<file path="src/verilog/fifo_flag_map.svh">
// Register offsets, field positions, reset values and event bit positions
`ifndef FIFO_FLAG_MAP_SVH
`define FIFO_FLAG_MAP_SVH

`define OFFS_ADDR       8'h00
`define FLAGS_ADDR      8'h04
`define ISTAT_ADDR      8'h08
`define IMASK_ADDR      8'h0C

`define EMPTY_OFFS_LSB  0
`define FULL_OFFS_LSB   16
`define OFFS_W          16
`define EMPTY_OFFS_RST  16'h0007
`define FULL_OFFS_RST   16'h0007

`define FLAG_EMPTY_N    0
`define FLAG_FULL_N     1
`define FLAG_AEMPTY_N   2
`define FLAG_AFULL_N    3

`define EV_BECAME_FULL  0
`define EV_BECAME_EMPTY 1
`define EV_WRITE_DROP   2
`define EV_READ_DROP    3
`define EV_W            4
`define IMASK_RST       4'h0

`endif

</file>
<file path="src/verilog/fifo_flag_pkg.sv">
// Types shared by the flag logic
`default_nettype none
package fifo_flag_pkg;
   typedef enum {
      SEL_OFFS,
      SEL_FLAGS,
      SEL_ISTAT,
      SEL_IMASK,
      SEL_NONE
   } reg_sel_e;
endpackage : fifo_flag_pkg
`default_nettype wire

</file>
<file path="src/verilog/fifo_flag_logic.sv">
// FIFO storage with full, empty and programmable almost flags, APB registers
//
// Our own choices: the APB interface to the registers and the register offsets.
`timescale 1ns/1ps
`default_nettype none
`include "fifo_flag_map.svh"

module fifo_flag_logic #(
   parameter int WIDTH  = 9,
   parameter int ADDR_W = 6
) (
   input  wire logic              SYS_CLK_I,
   input  wire logic              RESET_N_I,
   input  wire logic              PSEL_I,
   input  wire logic              PENABLE_I,
   input  wire logic              PWRITE_I,
   input  wire logic [7:0]        PADDR_I,
   input  wire logic [31:0]       PWDATA_I,
   output logic      [31:0]       PRDATA_O,
   output logic                   PREADY_O,
   output logic                   PSLVERR_O,
   input  wire logic [WIDTH-1:0]  WRITE_DATA_I,
   input  wire logic              WRITE_ENABLE_PRIMARY_N_I,
   input  wire logic              WRITE_ENABLE_SECONDARY_OR_LOAD_I,
   input  wire logic              READ_ENABLE_A_N_I,
   input  wire logic              READ_ENABLE_B_N_I,
   output logic      [WIDTH-1:0]  READ_DATA_O,
   output logic                   FULL_INDICATOR_N_O,
   output logic                   EMPTY_INDICATOR_N_O,
   output logic                   ALMOST_EMPTY_INDICATOR_N_O,
   output logic                   ALMOST_FULL_INDICATOR_N_O,
   output logic                   IRQ_O
);

   localparam int DEPTH = 1 << ADDR_W;
   localparam int CNT_W = ADDR_W + 1;
   localparam logic [CNT_W-1:0] DEPTH_C = CNT_W'(DEPTH);

   ////////////////////////////////////////////////////////////////////////////
   // Helpers

   function automatic logic [CNT_W-1:0] bin2gray(input logic [CNT_W-1:0] b);
      bin2gray = b ^ (b >> 1);
   endfunction : bin2gray

   function automatic logic [CNT_W-1:0] gray2bin(input logic [CNT_W-1:0] g);
      logic [CNT_W-1:0] b;
      b = '0;
      b[CNT_W-1] = g[CNT_W-1];
      for (int i = CNT_W - 2; i >= 0; i--) begin
         b[i] = g[i] ^ b[i+1];
      end
      gray2bin = b;
   endfunction : gray2bin

   function automatic fifo_flag_pkg::reg_sel_e decode(input logic [7:0] a);
      case (a)
         `OFFS_ADDR:  decode = fifo_flag_pkg::SEL_OFFS;
         `FLAGS_ADDR: decode = fifo_flag_pkg::SEL_FLAGS;
         `ISTAT_ADDR: decode = fifo_flag_pkg::SEL_ISTAT;
         `IMASK_ADDR: decode = fifo_flag_pkg::SEL_IMASK;
         default:     decode = fifo_flag_pkg::SEL_NONE;
      endcase
   endfunction : decode

   ////////////////////////////////////////////////////////////////////////////
   // State

   logic [WIDTH-1:0]       mem [DEPTH];
   logic [CNT_W-1:0]       wptr_reg, wptr_next, wgray_reg, wgray_next;
   logic [CNT_W-1:0]       rptr_reg, rptr_next, rgray_reg, rgray_next;
   logic [CNT_W-1:0]       wq1_reg, wq2_reg, rq1_reg, rq2_reg;
   logic                   full_n_reg, full_n_next, afull_n_reg, afull_n_next;
   logic                   empty_n_reg, empty_n_next, aempty_n_reg, aempty_n_next;
   logic [WIDTH-1:0]       rdata_reg, rdata_next;
   logic [`OFFS_W-1:0]     eoffs_reg, eoffs_next, foffs_reg, foffs_next;
   logic [`EV_W-1:0]       istat_reg, istat_next, imask_reg, imask_next;
   logic [31:0]            prdata_reg, prdata_next;
   logic                   wr_try, rd_try, wr_go, rd_go;
   logic [CNT_W-1:0]       wcount, rcount;
   logic [`EV_W-1:0]       events;
   fifo_flag_pkg::reg_sel_e sel;
   logic                   setup, access;

   ////////////////////////////////////////////////////////////////////////////
   // Write side

   always_comb begin
      wr_try = ~WRITE_ENABLE_PRIMARY_N_I & WRITE_ENABLE_SECONDARY_OR_LOAD_I;
      wr_go = wr_try & full_n_reg;
      wptr_next = wr_go ? wptr_reg + 1'b1 : wptr_reg;
      wgray_next = bin2gray(wptr_next);
      // Count against the synchronised read pointer: conservative, never overfills
      wcount = wptr_next - gray2bin(rq2_reg);
      full_n_next = (wcount != DEPTH_C);
      afull_n_next = ({1'b0, `OFFS_W'(wcount)} + {1'b0, foffs_reg}) < {1'b0, `OFFS_W'(DEPTH)};
   end

   always_ff @(posedge SYS_CLK_I) begin
      if (wr_go) begin
         mem[wptr_reg[ADDR_W-1:0]] <= WRITE_DATA_I;
      end
   end

   ////////////////////////////////////////////////////////////////////////////
   // Read side

   always_comb begin
      rd_try = ~READ_ENABLE_A_N_I & ~READ_ENABLE_B_N_I;
      rd_go = rd_try & empty_n_reg;
      rptr_next = rd_go ? rptr_reg + 1'b1 : rptr_reg;
      rgray_next = bin2gray(rptr_next);
      rdata_next = rd_go ? mem[rptr_reg[ADDR_W-1:0]] : rdata_reg;
      rcount = gray2bin(wq2_reg) - rptr_next;
      empty_n_next = (rgray_next != wq2_reg);
      aempty_n_next = `OFFS_W'(rcount) > eoffs_reg;
   end

   ////////////////////////////////////////////////////////////////////////////
   // Pointers, synchronisers and flags

   always_ff @(posedge SYS_CLK_I) begin
      if (!RESET_N_I) begin
         wptr_reg     <= '0;
         wgray_reg    <= '0;
         rptr_reg     <= '0;
         rgray_reg    <= '0;
         wq1_reg      <= '0;
         wq2_reg      <= '0;
         rq1_reg      <= '0;
         rq2_reg      <= '0;
         full_n_reg   <= 1'b1;
         afull_n_reg  <= 1'b1;
         empty_n_reg  <= 1'b0;
         aempty_n_reg <= 1'b0;
         rdata_reg    <= '0;
      end else begin
         wptr_reg     <= wptr_next;
         wgray_reg    <= wgray_next;
         rptr_reg     <= rptr_next;
         rgray_reg    <= rgray_next;
         wq1_reg      <= wgray_reg;
         wq2_reg      <= wq1_reg;
         rq1_reg      <= rgray_reg;
         rq2_reg      <= rq1_reg;
         full_n_reg   <= full_n_next;
         afull_n_reg  <= afull_n_next;
         empty_n_reg  <= empty_n_next;
         aempty_n_reg <= aempty_n_next;
         rdata_reg    <= rdata_next;
      end
   end

   ////////////////////////////////////////////////////////////////////////////
   // APB slave and interrupts

   always_comb begin
      sel = decode(PADDR_I);
      setup = PSEL_I & ~PENABLE_I;
      access = PSEL_I & PENABLE_I;
      eoffs_next = eoffs_reg;
      foffs_next = foffs_reg;
      imask_next = imask_reg;
      if (access && PWRITE_I && sel == fifo_flag_pkg::SEL_OFFS) begin
         eoffs_next = PWDATA_I[`EMPTY_OFFS_LSB +: `OFFS_W];
         foffs_next = PWDATA_I[`FULL_OFFS_LSB +: `OFFS_W];
      end
      if (access && PWRITE_I && sel == fifo_flag_pkg::SEL_IMASK) begin
         imask_next = PWDATA_I[`EV_W-1:0];
      end
      events = '0;
      events[`EV_BECAME_FULL]  = full_n_reg & ~full_n_next;
      events[`EV_BECAME_EMPTY] = empty_n_reg & ~empty_n_next;
      events[`EV_WRITE_DROP]   = wr_try & ~full_n_reg;
      events[`EV_READ_DROP]    = rd_try & ~empty_n_reg;
      // Only bits that the read returned are cleared: an event landing between the
      // setup capture and the access edge would otherwise vanish unreported
      // A new event in the clearing cycle survives the read
      istat_next = istat_reg;
      if (access && !PWRITE_I && sel == fifo_flag_pkg::SEL_ISTAT) begin
         istat_next = istat_reg & ~prdata_reg[`EV_W-1:0];
      end
      istat_next = istat_next | events;
      // Read data is captured in the setup cycle so the access has no wait state
      prdata_next = prdata_reg;
      if (setup && !PWRITE_I) begin
         case (sel)
            fifo_flag_pkg::SEL_OFFS:  prdata_next = {foffs_reg, eoffs_reg};
            fifo_flag_pkg::SEL_FLAGS: prdata_next = {28'h0000000, afull_n_reg, aempty_n_reg, full_n_reg, empty_n_reg};
            fifo_flag_pkg::SEL_ISTAT: prdata_next = {28'h0000000, istat_reg};
            fifo_flag_pkg::SEL_IMASK: prdata_next = {28'h0000000, imask_reg};
            default:                  prdata_next = 32'h00000000;
         endcase
      end
   end

   always_ff @(posedge SYS_CLK_I) begin
      if (!RESET_N_I) begin
         eoffs_reg  <= `EMPTY_OFFS_RST;
         foffs_reg  <= `FULL_OFFS_RST;
         istat_reg  <= '0;
         imask_reg  <= `IMASK_RST;
         prdata_reg <= 32'h00000000;
      end else begin
         eoffs_reg  <= eoffs_next;
         foffs_reg  <= foffs_next;
         istat_reg  <= istat_next;
         imask_reg  <= imask_next;
         prdata_reg <= prdata_next;
      end
   end

   assign PRDATA_O = prdata_reg;
   assign PREADY_O = 1'b1;
   assign PSLVERR_O = access & (sel == fifo_flag_pkg::SEL_NONE);
   assign IRQ_O = |(istat_reg & imask_reg);
   assign READ_DATA_O = rdata_reg;
   assign FULL_INDICATOR_N_O = full_n_reg;
   assign EMPTY_INDICATOR_N_O = empty_n_reg;
   assign ALMOST_EMPTY_INDICATOR_N_O = aempty_n_reg;
   assign ALMOST_FULL_INDICATOR_N_O = afull_n_reg;
endmodule : fifo_flag_logic

`default_nettype wire

</file>
<file path="config.mk">
export PLATFORM = sky130hd
export DESIGN_NAME = fifo_flag_logic
export DESIGN_NICKNAME = d
export VERILOG_FILES = /design/src/verilog/fifo_flag_pkg.sv /design/src/verilog/fifo_flag_logic.sv
export VERILOG_INCLUDE_DIRS = /design/src /design/src/verilog
export SDC_FILE = /design/constraint.sdc
export NUM_CORES = 1
export LEC_CHECK = 0
export BUFFER_PORTS_ARGS = -buffer_cell sky130_fd_sc_hd__buf_2
export CAP_MARGIN = 20
export CORE_UTILIZATION = 60
export CTS_CLUSTER_SIZE = 14
export DETAILED_ROUTE_END_ITERATION = 7
export GPL_TIMING_DRIVEN = 0
export PLACE_DENSITY = 0.78
export SETUP_SLACK_MARGIN = 0.2
export SLEW_MARGIN = 30
export SYNTH_ARGS = -nofsm -noshare
export SYNTH_HDL_FRONTEND = slang
export SYNTH_SLANG_ARGS = --single-unit
export TNS_END_PERCENT = 30
</file>
<file path="constraint.sdc">
create_clock -name SYS_CLK_I -period 6 [get_ports SYS_CLK_I]
set_input_delay 0.6 -clock SYS_CLK_I [delete_from_list [all_inputs] [get_ports SYS_CLK_I]]
set_output_delay 0.6 -clock SYS_CLK_I [all_outputs]
set_load 0.02 [all_outputs]
</file>
==> results.yml <==
clock_network:
  clk_latency_ns: 0.62
  ctsRootBufferMaster: "clkbuf_16"
  numCtsBuffers: 71
  clkSlewWorstSetupHoldPaths_ns: 0.06
  cts.sinks: 715
  postCtsSetupRepairBufs: 0
  clk_path_buf_depth: 3
  cts_tree: "done"
  htree_levels: 3
  cts_hold_buf: 0
placement:
  dp_hpwl_mm: 42.9
  portBuffers: 102
  placed_cells: 2358
  gp_congestion: 0.938
  placed_area_um2: 29600
final_layout:
  syn_to_final_growth_pct: 12.9
  fin_cells: 2490
  largest_reg_flops: 576
  drive_above_1_share_pct: 21.7
  fin_area_um2: 32000
  nets: 1911
synthesis:
  yosysSeqAreaShare_pct: 70.8
  synth_top_area_share_pct: 61.0
  synth.avg_cell_area_um2: 17.2
  synth_ff_type: "edfxtp_1"
  async_flop_share_pct: 0
  ys_warn_count: 0
  yosysMostFrequentCell: "edfxtp_1"
  synth_edf_count: 576
  synthesis.nets: 1736
  yosysUniqueCellTypes: 60
  postSynthCellCount: 1649
  ys_top_cells_by_count: "edfxtp_1 (576), mux4_2 (153), dfxtp_1 (139), nand2_1 (90), nor2_1 (86)"
  ys_ff_latch: 715
  synth_area_um2: 28300
  post-synth-top-area-cell: "edfxtp_1"
  synth.area.top_cells: "edfxtp_1 (61%), mux4_2 (12%), dfxtp_1 (9.8%)"
pwr:
  power_density_nw_per_um2: 313
  peakVddDrop_v: 0.000283
  p_leak_uw: 0.0104
floorplan:
  die_h_um: 219
  die_x_um: 219
  start_util_pct: 60.9
  core_area_um2: 46600
  placementRows: 79
  pin_count: 106
  die-area_um2: 48100
worst_setup_path:
  cp_max_fo: 10
  arrival_ns: 6.02
  crit_top_cell: "nor2_1"
  crit_type: "flop to flop"
  critical_path_required_ns: 6.51
  cp_cell_sequence: "nand3b_1 > nor2_1 > nand3_2 > o21a_1 > nor2_1 > inv_1 > ha_1 > a21oi_1 > o21ai_0 > xnor2_1 > ha_1 > nand4_1 > a21oi_1 > a211oi_2 > nor2_1 > o31a_1 > o41ai_1"
  crit_path_top_delay_cell: "nor2_1"
  r2r_slack_ns: 0.49
  slowest_delay_ns: 0.51
  crit_family: "simple AND/OR/NAND/NOR gates"
  critical_path.endpoint_type: "flop"
  worst-path-buf-inv: 1
  worstSetupStartpointType: "flop"
detailed_routing:
  vias_per_cell: 6.34
  initialDrtViolationCount: 1845
  drcViolationCount: 0
  num_vias: 15800
  avgRoutedWirePerCell_um: 26.4
  drt_wl_total_mm: 65.8
  ant_nets: 0
  dr.pass1.iters: 6
flow_run:
  maxCapViolations: 0
timing:
  fin_crit_ns: 5.51
  min_period_over_period_pct: 91.9
  maxSlewHeadroom_pct: 33.2
  skew_ns: 0.0246
  worst_slew_pin_slew_ns: 0.999
  hold_violations: 0
  finalSetupViolCount: 0
  drv_slew: 0
  max_freq_mhz: 181
  rsz0062_at_grt: "no"
worst_hold_path:
  hp-class: "primary input to flop"
grt:
  grt_max_degree: 65
  gr-total-overflow: 0
  grt_pass1_wl_mm: 96.7
  grt_pass1_vias: 15900
  antenna_found_initial: 1
  grt_usage_pct: 28.1
status:
  outcome: "completed"
## worst register-to-register path, cell delays in order, from the launching register on
cell	delay, ns
dfxtp_1	0.45
nand3b_1	0.38
nor2_1	0.47
nand3_2	0.49
o21a_1	0.33
nor2_1	0.51
inv_1	0.13
ha_1	0.35
a21oi_1	0.15
o21ai_0	0.13
xnor2_1	0.31
ha_1	0.34
nand4_1	0.11
a21oi_1	0.06
a211oi_2	0.44
nor2_1	0.17
o31a_1	0.26
o41ai_1	0.34
## per-layer routing
layer  GRT usage [%]  up-vias  wire (um)
met3            5.92      153       5870
met5               0        -          0
li1                -     6772          -
met1            36.4     8017      25200
met4            12.2        0       2680
met2            46.1      836      32000
## area by class of cell
cell class,count,area (um^2)
multi-input combinational,821,7840
tap,607,759
antenna,2,5.00
sequential,715,20100
buffer,89,380
clock buffer,102,2030
fill,2952,14600
inverter,24,90.1
clock inverter,28,289
timing repair buffer,102,533
## cell usage in the layout, fill, tap and decap left out, drive strengths merged, types with 7 or more instances in the layout
master  count
a21oi      43
o22ai       9
a22oi      78
dfxtp     139
mux2i      26
nand3b      7
nand2      90
nand3      20
o21ai      17
a21boi     27
inv        27
nor3        9
xnor2      27
nor2       86
mux4      154
ha         27
buf       135
nor2b      63
clkinv     16
edfxtp    576
xor2       32
nor4       11
clkbuf    158
and2       44
## worst paths after layout
kind                                      start                                    to  cells past startpoint
setup reg to reg  FULL_INDICATOR_N_O$_SDFF_PN1_  ALMOST_FULL_INDICATOR_N_O$_SDFF_PN1_                     17
hold reg to reg           wq1_reg[3]$_SDFF_PN0_                 wq2_reg[3]$_SDFF_PN0_                      1
setup / recovery  FULL_INDICATOR_N_O$_SDFF_PN1_  ALMOST_FULL_INDICATOR_N_O$_SDFF_PN1_                     17
hold / removal                     PWDATA_I[18]             foffs_reg[2]$_SDFFE_PN1P_                      3
## metrics by stage
| stage | hold WS [ns] | utilization [%] | setup WS (ns) | setup TNS, ns | power (uW) |
|---|---|---|---|---|---|
| 2_1_floorplan | 0.412 | - | 1.44 | 0 | 5570 |
| 3_3_place_gp | 0.414 | 63.6 | -0.345 | -0.345 | 5690 |
| 3_5_place_dp | 0.420 | 63.7 | -0.585 | -0.585 | 5700 |
| 4_1_cts | 0.199 | 68.7 | 0.354 | 0 | 10100 |
| 5_1_grt | 0.231 | 68.7 | 0.258 | 0 | 10200 |
| 6_report | 0.220 | 68.7 | 0.488 | 0 | 10000 |
## cells by family (layout without fill, tap and decap cells)
group / after synthesis / in the layout / synth area share (%)
buf+inv: 113 / 345 / 1.66
compound gates: 196 / 196 / 4.66
mux: 180 / 180 / 13.2
simple gates: 356 / 356 / 6.42
flops: 715 / 715 / 70.8
xor+xnor: 59 / 59 / 1.92
other cells: 1 / 3 / 0.0132
fa+ha+maj: 29 / 29 / 1.33
## repair_timing
action,CTS,global route
gates resized for setup,3,1
endpoints found under the setup margin,1,1
pin swaps,0,0
endpoints found under the hold margin,0,0
## power by group
group | leakage (uW) | internal (uW) | total, uW | switching [uW]
registers | 0.00630 | 5360 | 5370 | 8.02
logic | 0.00298 | 72.1 | 223 | 151
clock network | 0.00112 | 2580 | 4420 | 1850
total | 0.0104 | 8010 | 10000 | 2010
Power figures use the tool's default switching activity.
